--- config.mk ---
export PLATFORM = sky130hd
export DESIGN_NAME = ranging_command_port
export DESIGN_NICKNAME = d
export VERILOG_FILES = /design/src/ranging_pkg.sv /design/src/meas_if.sv /design/src/measure_sequencer.sv /design/src/ranging_command_port.sv
export VERILOG_INCLUDE_DIRS = /design/src
export SDC_FILE = /design/constraint.sdc
export NUM_CORES = 1
export LEC_CHECK = 0
export ABC_AREA = 1
export BUFFER_PORTS_ARGS = -buffer_cell sky130_fd_sc_hd__buf_2
export CORE_MARGIN = 10
export CORE_UTILIZATION = 55
export DETAILED_ROUTE_END_ITERATION = 10
export GPL_TIMING_DRIVEN = 0
export PLACE_DENSITY_LB_ADDON = 0.3
export SLEW_MARGIN = 40
export SYNTH_ARGS = -nofsm -noshare
export SYNTH_HDL_FRONTEND = slang
export SYNTH_HIERARCHICAL = 1
export SYNTH_SLANG_ARGS = --single-unit
--- constraint.sdc ---
create_clock -name mclk -period 3.1 [get_ports mclk]
set_input_delay 0 -clock mclk [delete_from_list [all_inputs] [get_ports mclk]]
set_output_delay 0 -clock mclk [all_outputs]
set_load 0.01 [all_outputs]
--- src/ranging_cfg.svh ---
/*
  Constants of the ranging command port: register offsets, reset
  values, opcodes, field positions and timing counts.
  Assumes inclusion by bare name from the package and the modules.
*/
`ifndef RANGING_CFG_SVH
`define RANGING_CFG_SVH

// ----------------------------------------------------------------
// register offsets
// ----------------------------------------------------------------
`define OFS_PARAM_LOW     8'h08
`define OFS_PARAM_HIGH    8'h0f
`define OFS_PARAM_BYTE_1  8'h0e
`define OFS_PARAM_BYTE_0  8'h0f
`define OFS_OPCODE        8'h10
`define OFS_TID           8'h03
`define OFS_IRQ_STATUS    8'he1
`define OFS_IRQ_ENABLE    8'he2

// ----------------------------------------------------------------
// reset values
// ----------------------------------------------------------------
`define RST_PARAM         8'h00
`define RST_OPCODE        8'h00
`define RST_TID           8'h00

// ----------------------------------------------------------------
// opcodes and fields
// ----------------------------------------------------------------
`define OP_MEASURE_CAL    8'h02
`define OP_MEASURE        8'h03
`define BIT_FACTORY_CAL   0
`define BIT_ALG_STATE     1
`define BIT_DETECT_IRQ    0
`define IDX_CAL_MASK      7

// ----------------------------------------------------------------
// timing: one iteration unit is 1 k raw iterations
// ----------------------------------------------------------------
`define ITER_UNIT         1000
`define STEP_CYCLES       16

`endif

--- src/ranging_pkg.sv ---
/*
  Types shared by the ranging command port and its sequencer.
  Assumes ranging_cfg.svh is on the include path.
*/
package ranging_pkg;
  `include "ranging_cfg.svh"

  typedef enum logic [1:0] {seq_idle, seq_run, seq_finish} seq_state_type;
  typedef logic [7:0] byte_type;
endpackage

--- src/meas_if.sv ---
/*
  Carrier between the command decoder and the measurement sequencer.
  Assumes both ends run on the same clock.
*/
`timescale 1ns/100ps
interface meas_if;
  logic        start;
  logic [15:0] iterations;
  logic        done;
  logic        running;

  modport decoder   (output start, output iterations,
                     input done, input running);
  modport sequencer (input start, input iterations,
                     output done, output running);
endinterface

--- src/measure_sequencer.sv ---
/*
  Measurement sequencer: runs one measurement whose length follows
  the iteration count, then pulses done for one cycle.
  Assumes start is only raised while running is low.
*/
`timescale 1ns/100ps
`include "ranging_cfg.svh"
module measure_sequencer
#(
  parameter int STEP_CYCLES = `STEP_CYCLES
)
(
  input wire logic mclk,
  input wire logic arst_n,
  meas_if.sequencer       mio
);
  import ranging_pkg::*;

  seq_state_type state;
  logic [15:0]   steps_left;
  logic [15:0]   step_cnt;

  // ----------------------------------------------------------------
  // sequence
  // ----------------------------------------------------------------
  // a zero count still takes one step so done always follows start
  always_ff @(posedge mclk or negedge arst_n)
    if (!arst_n)
    begin
      state      <= seq_idle;
      steps_left <= 16'h0000;
      step_cnt   <= 16'h0000;
      mio.done   <= 1'b0;
    end
    else
    begin
      mio.done <= 1'b0;
      case (state)
        seq_idle:
          if (mio.start)
          begin
            state      <= seq_run;
            steps_left <= (mio.iterations == 16'h0000) ? 16'h0001
                                                       : mio.iterations;
            step_cnt   <= 16'(STEP_CYCLES - 1);
          end
        seq_run:
          if (step_cnt != 16'h0000)
            step_cnt <= step_cnt - 16'h0001;
          else if (steps_left == 16'h0001)
            state <= seq_finish;
          else
          begin
            steps_left <= steps_left - 16'h0001;
            step_cnt   <= 16'(STEP_CYCLES - 1);
          end
        seq_finish:
        begin
          mio.done <= 1'b1;
          state    <= seq_idle;
        end
        default:
          state <= seq_idle;
      endcase
    end

  assign mio.running = (state != seq_idle);

  // ----------------------------------------------------------------
  // checks
  // ----------------------------------------------------------------
  done_after_run_a: assert property (@(posedge mclk) disable iff (!arst_n)
    mio.done |-> $past(state) == seq_finish)
    else $error("done without finishing a run");
endmodule // measure_sequencer

--- src/ranging_command_port.sv ---
/*
  Ranging command port: parameter byte registers, opcode register,
  measurement start, detection interrupt and transaction id.
  Assumes a serial register front end that presents one-cycle read
  and write strobes with an 8-bit address, synchronous to mclk.
*/
`timescale 1ns/100ps
`include "ranging_cfg.svh"
module ranging_command_port
#(
  parameter int STEP_CYCLES = `STEP_CYCLES
)
(
  input  wire logic                 mclk,
  input  wire logic                 arst_n,
  input  wire logic [7:0]           reg_addr,
  input  wire ranging_pkg::byte_type reg_wdata,
  input  wire logic                 reg_we,
  input  wire logic                 reg_re,
  output ranging_pkg::byte_type     reg_rdata,
  output logic                      int_n,
  output logic                      busy,
  output logic                      with_cal,
  output logic                      factory_cal_present,
  output logic                      algorithm_state_present,
  output logic [15:0]               iterations,
  output logic [39:0]               meas_config
);
  import ranging_pkg::*;

  byte_type param [0:7];
  byte_type opcode;
  byte_type tid;
  logic     detect_irq_flag;
  logic     detect_irq_enable;
  logic     opcode_we;
  logic     start;
  logic     next_flag;
  meas_if   mio ();

  function automatic logic [2:0] param_index(input logic [7:0] addr);
    param_index = 3'(`OFS_PARAM_HIGH - addr);
  endfunction

  function automatic logic is_param(input logic [7:0] addr);
    is_param = (addr >= `OFS_PARAM_LOW) && (addr <= `OFS_PARAM_HIGH);
  endfunction

  // ----------------------------------------------------------------
  // register writes
  // ----------------------------------------------------------------
  always_ff @(posedge mclk or negedge arst_n)
    if (!arst_n)
      for (int i = 0; i < 8; i++)
        param[i] <= `RST_PARAM;
    else if (reg_we && is_param(reg_addr))
      param[param_index(reg_addr)] <= reg_wdata;

  assign opcode_we = reg_we && (reg_addr == `OFS_OPCODE);

  always_ff @(posedge mclk or negedge arst_n)
    if (!arst_n)
      opcode <= `RST_OPCODE;
    else if (opcode_we)
      opcode <= reg_wdata;

  // an opcode written while busy is stored but starts nothing
  assign start = opcode_we && !busy &&
                 ((reg_wdata == `OP_MEASURE_CAL) ||
                  (reg_wdata == `OP_MEASURE));

  // ----------------------------------------------------------------
  // parameter capture at the opcode write
  // ----------------------------------------------------------------
  always_ff @(posedge mclk or negedge arst_n)
    if (!arst_n)
    begin
      with_cal                <= 1'b0;
      factory_cal_present     <= 1'b0;
      algorithm_state_present <= 1'b0;
      iterations              <= 16'h0000;
      meas_config             <= 40'h00_0000_0000;
    end
    else if (start)
    begin
      with_cal    <= (reg_wdata == `OP_MEASURE_CAL);
      iterations  <= {param[0], param[1]};
      meas_config <= {param[6], param[5], param[4],
                      param[3], param[2]};
      if (reg_wdata == `OP_MEASURE_CAL)
      begin
        // state data implies calibration even if bit 0 was missed
        factory_cal_present <=
          param[`IDX_CAL_MASK][`BIT_FACTORY_CAL] |
          param[`IDX_CAL_MASK][`BIT_ALG_STATE];
        algorithm_state_present <=
          param[`IDX_CAL_MASK][`BIT_ALG_STATE];
      end
      else
      begin
        factory_cal_present     <= 1'b0;
        algorithm_state_present <= 1'b0;
      end
    end

  // ----------------------------------------------------------------
  // busy and sequencer
  // ----------------------------------------------------------------
  always_ff @(posedge mclk or negedge arst_n)
    if (!arst_n)
      busy <= 1'b0;
    else if (start)
      busy <= 1'b1;
    else if (mio.done)
      busy <= 1'b0;

  assign mio.start      = start;
  assign mio.iterations = {param[0], param[1]};

  measure_sequencer #(.STEP_CYCLES(STEP_CYCLES)) sequencer_u
  (
    .mclk   (mclk),
    .arst_n (arst_n),
    .mio    (mio.sequencer)
  );

  // ----------------------------------------------------------------
  // completion: flag, interrupt pin, transaction id
  // ----------------------------------------------------------------
  // completion beats a same-cycle write-one-to-clear
  always_comb
  begin
    next_flag = detect_irq_flag;
    if (reg_we && (reg_addr == `OFS_IRQ_STATUS) &&
        reg_wdata[`BIT_DETECT_IRQ])
      next_flag = 1'b0;
    if (mio.done)
      next_flag = 1'b1;
  end

  always_ff @(posedge mclk or negedge arst_n)
    if (!arst_n)
    begin
      detect_irq_flag <= 1'b0;
      int_n           <= 1'b1;
    end
    else
    begin
      detect_irq_flag <= next_flag;
      int_n           <= !(next_flag && detect_irq_enable);
    end

  always_ff @(posedge mclk or negedge arst_n)
    if (!arst_n)
      detect_irq_enable <= 1'b0;
    else if (reg_we && (reg_addr == `OFS_IRQ_ENABLE))
      detect_irq_enable <= reg_wdata[`BIT_DETECT_IRQ];

  always_ff @(posedge mclk or negedge arst_n)
    if (!arst_n)
      tid <= `RST_TID;
    else if (mio.done)
      tid <= tid + 8'h01;

  // ----------------------------------------------------------------
  // register reads; parameter bytes are write-only and read zero
  // ----------------------------------------------------------------
  always_ff @(posedge mclk or negedge arst_n)
    if (!arst_n)
      reg_rdata <= 8'h00;
    else if (reg_re)
      case (reg_addr)
        `OFS_OPCODE:     reg_rdata <= opcode;
        `OFS_TID:        reg_rdata <= tid;
        `OFS_IRQ_STATUS: reg_rdata <= {7'h00, detect_irq_flag};
        `OFS_IRQ_ENABLE: reg_rdata <= {7'h00, detect_irq_enable};
        default:         reg_rdata <= 8'h00;
      endcase

  // ----------------------------------------------------------------
  // checks
  // ----------------------------------------------------------------
  param_readzero_a: assert property (@(posedge mclk) disable iff (!arst_n)
    reg_re && is_param(reg_addr) |=> reg_rdata == 8'h00)
    else $error("parameter byte read not zero");
  opcode_readback_a: assert property (@(posedge mclk) disable iff (!arst_n)
    opcode_we ##1 !opcode_we ##1
    (reg_re && reg_addr == `OFS_OPCODE && !opcode_we)
    |=> reg_rdata == $past(reg_wdata, 3))
    else $error("opcode readback mismatch");
  cal_start_a: assert property (@(posedge mclk) disable iff (!arst_n)
    start && reg_wdata == `OP_MEASURE_CAL |=> with_cal && busy)
    else $error("calibrated measurement not started");
  factory_cal_a: assert property (@(posedge mclk) disable iff (!arst_n)
    start && reg_wdata == `OP_MEASURE_CAL && param[7][0]
    |=> factory_cal_present)
    else $error("factory calibration not flagged");
  alg_state_a: assert property (@(posedge mclk) disable iff (!arst_n)
    start && reg_wdata == `OP_MEASURE_CAL && param[7][1]
    |=> factory_cal_present && algorithm_state_present)
    else $error("algorithm state not flagged");
  shared_config_a: assert property (@(posedge mclk) disable iff (!arst_n)
    start |=> meas_config[39:32] == $past(param[6]) &&
              meas_config[7:0] == $past(param[2]))
    else $error("config bytes not captured");
  plain_start_a: assert property (@(posedge mclk) disable iff (!arst_n)
    start && reg_wdata == `OP_MEASURE
    |=> !with_cal && !factory_cal_present && !algorithm_state_present)
    else $error("plain measurement uses calibration");
  completion_irq_a: assert property (@(posedge mclk) disable iff (!arst_n)
    mio.done && detect_irq_enable |=> detect_irq_flag && !int_n &&
                                      tid == $past(tid) + 8'h01)
    else $error("completion not reported");
  iter_order_a: assert property (@(posedge mclk) disable iff (!arst_n)
    start |=> iterations == {$past(param[0]), $past(param[1])})
    else $error("iteration bytes swapped");
  capture_hold_a: assert property (@(posedge mclk) disable iff (!arst_n)
    busy && !start ##1 busy |-> $stable(iterations) && $stable(meas_config))
    else $error("captured parameters changed mid run");
  busy_tracks_run_a: assert property (@(posedge mclk) disable iff (!arst_n)
    mio.running |-> busy)
    else $error("sequencer running while port idle");
endmodule // ranging_command_port

# ---- Yosys cells after proc, flatten, opt, wreduce, memory -nomap -nowiden
# Cells that the tools add are included.
dict set report op_classes {
  n_addsub 4
  magnitude_cmp 4
  eq_ne 14
  mux 24
  bitwise 2
  reduce_logical 21
}
# operator n
set op_table {}
lappend op_table {{$mux W16} 7}
lappend op_table {{$bwmux W64} 1}
lappend op_table {{$pmux W16 S2} 2}
lappend op_table {{$pmux W8 S4} 1}
lappend op_table {{$sub A16 B1 Y16 const B} 2}
lappend op_table {{$demux W8 S3} 1}
lappend op_table {{$eq A8 B2 Y1 const B} 3}
lappend op_table {{$eq A16 B1 Y1 const B} 1}
lappend op_table {{$eq A8 B8 Y1 const B} 2}
lappend op_table {{$logic_not A16 Y1} 1}
lappend op_table {{$reduce_bool A16 Y1} 1}
lappend op_table {{$logic_and A1 B1 Y1} 10}
lappend op_table {{$add A8 B1 Y8 const B} 1}
lappend op_table {{$eq A8 B5 Y1 const B} 1}
lappend op_table {{$ge A8 B4 Y1 const B} 1}
lappend op_table {{$le A8 B4 Y1 const B} 1}
lappend op_table {{$mux W8} 1}
lappend op_table {{$mux W1} 7}
lappend op_table {{$mux W2} 3}
lappend op_table {{$ne A2 B2 Y1 const B} 3}
lappend op_table {{$reduce_and A3 Y1} 2}
lappend op_table {{$ge A4 B4 Y1 const B} 1}
lappend op_table {{$lt A4 B1 Y1 const B} 1}
lappend op_table {{$not A3 Y4} 1}
lappend op_table {{12 further kinds} 14}
dict set report totals {
  ff_bits 186
  out_inout_bits 69
}

# ---- Depth between registers and ports, before layout
dict set report depth {
  word_depth 7
  depth_mapped 14
  mapped_depth_nobuf 12
}

# ---- Modules after synthesis
# The synthesis kept the hierarchy.
# module n_inst cells_each area_each_um2
set modules_own_cells {}
lappend modules_own_cells {ranging_command_port 1 687 6107.1}
lappend modules_own_cells {measure_sequencer 1 381 2496.1}

# ---- Worst setup path before layout
# Ideal clock, no wire load.
dict set report synth_path {
  kind {register -> register}
  startpoint {reg busy}
  endpoint {reg sequencer_u.steps_left[14]}
  setup_time_ps 65
  arrival_time_ps 1771
  required_ps 3035
  setup_slack_ps 1264
  stages_incl_launch_ff 12
  path_cell_list {dfrtp_1 > nor3_1 > nand3_2 > buf_6 > inv_1 > nor2_1 > nor2_2 > nand2_4 > nor2_8 > buf_8 > nand3_1 > nand2_1}
}
dict set report synth_via {
  elab_chain_len 5
}
# item line_no
set synth_lines {}
lappend synth_lines {{start, declared} ranging_command_port.sv:22} ;# output logic busy,
lappend synth_lines {{start signal, assigned} ranging_command_port.sv:111} ;# busy <= 1'b0;
lappend synth_lines {{start signal, assigned} ranging_command_port.sv:113} ;# busy <= 1'b1;
lappend synth_lines {{start signal, assigned} ranging_command_port.sv:115} ;# busy <= 1'b0;
lappend synth_lines {{$logic_not A1 Y1} ranging_command_port.sv:68} ;# assign start = opcode_we && !busy &&
lappend synth_lines {{$logic_and A1 B1 Y1 (2 in series)} ranging_command_port.sv:68}
lappend synth_lines {{named net mio.start} meas_if.sv:7} ;# logic start;
lappend synth_lines {{$ne A2 B2 Y1 (no source line)} n/a}
lappend synth_lines {{$reduce_and A4 Y1 (no source line)} n/a}
lappend synth_lines {{end signal, assigned} measure_sequencer.sv:43} ;# steps_left <= (mio.iterations == 16'h0000) ? 16'h0001
lappend synth_lines {{end signal, assigned} measure_sequencer.sv:54} ;# steps_left <= steps_left - 16'h0001;
lappend synth_lines {{end, declared} measure_sequencer.sv:20} ;# logic [15:0] steps_left;
# The timed path passes the listed nets, and every way through them passes these cells.
# A chain may end at the register's enable or synchronous reset.

# ---- Worst setup path after layout
dict set report layout_path {
  startpoint {in reg_wdata[4]}
  endpoint {reg sequencer_u.steps_left[15]}
}
dict set report layout_via {
  elab_chain_len 5
}
# item line_no
set layout_lines {}
lappend layout_lines {{start, declared} ranging_command_port.sv:17} ;# input wire ranging_pkg::byte_type reg_wdata,
lappend layout_lines {{$eq A8 B2 Y1 (no source line)} n/a}
lappend layout_lines {{$logic_or A1 B1 Y1 *} ranging_command_port.sv:69} ;# ((reg_wdata == `OP_MEASURE_CAL) ||
lappend layout_lines {{$logic_and A1 B1 Y1 *} ranging_command_port.sv:68}
lappend layout_lines {{named net mio.start} meas_if.sv:7}
lappend layout_lines {{$ne A2 B2 Y1 (no source line) *} n/a}
lappend layout_lines {{$reduce_and A4 Y1 (no source line) *} n/a}
# Mark *: on every way through the listed nets, which the timed path passes. The rest lies on a longest branch.

==> results.yml <==
status:
  status: "finished clean"
drt:
  route.met2.wl_mm: 10.7
  wl_mm: 21.9
  met1_length_mm: 9.33
  drc: 0
  met3WireLength_mm: 1.47
  num_vias: 7584
  wl_per_cell_um: 15.5
  ant_nets: 0
  vias_per_cell: 5.37
  drt_iter0_drc: 672
  topRoutingLayerUsed: "met4"
  first_pass_iters: 5
die:
  dieArea_sq_um: 21000
  core_sq_um: 15300
  die_w_um: 145
  start_util_pct: 56.4
  io_pins: 89
  die_y_um: 145
  rows: 45
critical_path:
  cp.arrival_ns: 2.72
  path_max_fanout: 10
  end_kind: "flop"
  worstSetupStartpointType: "input port"
  crit_type: "in2reg"
  cp.required_ns: 3.43
clock_tree:
  post_cts_buffers: 0
  clk_pin_slew_worst_paths_ns: 0.08
  cts_hold_buf: 14
  cts_made_buffers: 17
  cts_resized: 0
  cts_tree: "built"
  cts_max_level: 4
  root_buffer: "clkbuf_16"
  clockBufferDepth: 2
  clock_latency_ns: 0.44
  clock_sinks: 180
grt:
  grt_usage_pct: 21.0
  overflow: 0
  grt_start_max_net_pins: 78
  grt_pass1_vias: 7312
  antenna_found_initial: 0
  grt_pass1_wl_mm: 36.6
cells_and_area:
  drive_gt1_share_pct: 16.7
  syn_to_final_growth_pct: 17.5
  fillers: 1307
  final_nets: 1212
  fin_util_pct: 66.2
  num_antenna_cells: 0
power:
  p_total_mw: 4.85
  netSwitchingPower_mw: 1.23
  power.density_nw_per_um2: 480
  pwr-share-comb_pct: 4.5
  internal_power_mw: 3.62
  p_clk_share_pct: 45.4
  p_sw_share_pct: 25.3
  p_leak_nw: 5.57
  vdd_drop_max_mv: 0.442
  sequentialPowerShare_pct: 50.2
timing:
  finalHoldViolations: 0
  skew_ns: 0.00848
  fin_ws_ns: 0.709
  grt_setup_unrepaired: "no"
  slew_violations: 0
  relSlewSlack_pct: 65.2
  hold_ws_ns: 0.00667
  fmax_mhz: 418
  fin_crit_sh_pct: 77.1
  min_period_ns: 2.39
  max_slew.worst_pin.slew_ns: 0.521
  setup_violations: 0
yosys:
  ys_seq_area_share_pct: 52.4
  synthCells: 1068
  yosysWarnings: 6
  syn-num-nets: 1092
  avgSynthCellArea_sq_um: 8.06
  ys_ff_latch: 180
  synth.cell_area_sq_um: 8600
  synth_cell_type_count: 35
job:
  cap_violations: 0
place:
  globalplace.congestion: 0.912
  dp_hpwl_mm: 15.4
  pre_cts_slack_ns: 0.859
  port_buffers: 85
min_path:
  hold_class: "in2reg"
Yosys cell counts (all sizes together):
cell	n	area (sq um)
nand4	17	106
nand3	123	678
a21oi	18	90.1
or2	6	37.5
xnor2	5	43.8
inv	71	267
dfrtp	179	4480
o21ai	80	404
nand2	411	1590
dfstp	1	26.3
nor3	6	30.0
and3	1	6.26
buf	25	203
a31oi	1	6.26
o211ai	1	7.51
xor2	3	26.3
clkinv	1	3.75
nor2	103	503
ha	4	50.1
clkbuf	12	46.3
power groups by stage:
stage | combinational (mW) | sequential, mW | clock (mW)
4_1_cts | 0.220 | 2.43 | 2.22
2_1_floorplan | 0.0901 | 2.47 | 0
3_3_place_gp | 0.188 | 2.47 | 0
6_report | 0.217 | 2.43 | 2.20
3_5_place_dp | 0.204 | 2.48 | 0
5_1_grt | 0.246 | 2.44 | 2.31
flip-flops by register name, summed over array words and instances, names as in the netlist, 16 cells and up:
name / count
param: 42
meas_config: 40
iterations: 16
mio.iterations: 16
sequencer_u/step_cnt: 16
sequencer_u/steps_left: 16
layer usage:
metal  track usage [%]  vias up
li1                  -     3671
met1              26.5     3642
met2              35.0      234
met3              5.06       37
met4              5.97        0
met5                 0        -
cell usage in the layout, fill, tap and decap left out, types with 2 or more instances in the layout:
cell / Yosys / layout
dlygate4sd3_1: 0 / 14
o21ai_1: 29 / 29
dfrtp_1: 179 / 179
nand2_4: 2 / 2
buf_8: 1 / 2
xor2_1: 3 / 3
nor2_2: 10 / 10
inv_6: 0 / 4
nand2_1: 402 / 402
buf_16: 0 / 2
clkinv_8: 0 / 3
o21ai_0: 50 / 50
nand3_4: 3 / 3
clkbuf_16: 0 / 17
clkinv_4: 0 / 3
ha_1: 4 / 4
nor2_4: 10 / 10
nand3_2: 5 / 5
clkbuf_1: 11 / 11
nand4_1: 17 / 17
nand2_2: 6 / 6
nand3_1: 115 / 115
xnor2_1: 5 / 5
buf_2: 12 / 96
or2_2: 6 / 6
inv_8: 0 / 3
nor3_1: 6 / 6
inv_2: 10 / 10
buf_6: 11 / 11
nor2_1: 82 / 82
a21oi_1: 18 / 18
inv_1: 61 / 61
path summary, 6_finish.rpt:
kind                              startpoint                         end  slack, ns  cells past startpoint
max                             reg_wdata[4]  sequencer_u/steps_left[15]       0.71                     14
min                              reg_addr[7]           detect_irq_enable      0.007                      5
max reg2reg                             busy  sequencer_u/steps_left[15]       0.85                     10
min reg2reg                detect_irq_enable                       int_n       0.43                      1
max in group asynchronous             arst_n                       int_n       2.41                      3
min in group asynchronous             arst_n    sequencer_u/step_cnt[12]       0.02                      2
per-stage QoR:
stage               instance area [sq um]  TNS (ns)  instances
finish                              10100         0       1412
global route                        10100         0       1412
CTS                                 10100         0       1412
detailed placement                   9360         0       1366
global placement                     9290   -146.39       1364
floorplan                            8600         0       1068
logic make-up (layout without fill, tap and decap cells):
group / Yosys count / after routing / share of synthesized area (%)
flip-flops: 180 / 180 / 52.4
AO/OA/AOI/OAI: 100 / 100 / 5.90
adder cells (fa/ha/maj): 4 / 4 / 0.582
XOR/XNOR: 8 / 8 / 0.814
buffers and inverters: 109 / 242 / 6.04
AND/OR/NAND/NOR: 667 / 667 / 34.3
worst max-delay path, stage by stage:
cell           delay (ns)
dlygate4sd3_1        0.53
buf_2                0.20
inv_1                0.21
nand3_2              0.16
nor3_1               0.25
nand3_2              0.33
buf_6                0.26
inv_1                0.07
nor2_1               0.05
nor2_2               0.16
nand3_2              0.14
buf_2                0.22
nand2_1              0.09
nand2_1              0.05
cell type report:
| cell class | count | area (sq um) | area share, % |
|---|---|---|---|
| sequential | 180 | 4510 | 44.6 |
| buffer | 37 | 249 | 2.46 |
| timing repair buffer | 101 | 631 | 6.24 |
| tap | 211 | 264 | 2.61 |
| clock buffer | 17 | 425 | 4.21 |
| multi-input combinational | 779 | 3580 | 35.4 |
| inverter | 72 | 270 | 2.67 |
| clock inverter | 15 | 181 | 1.80 |
No activity file was read; power rests on OpenSTA's default activity.
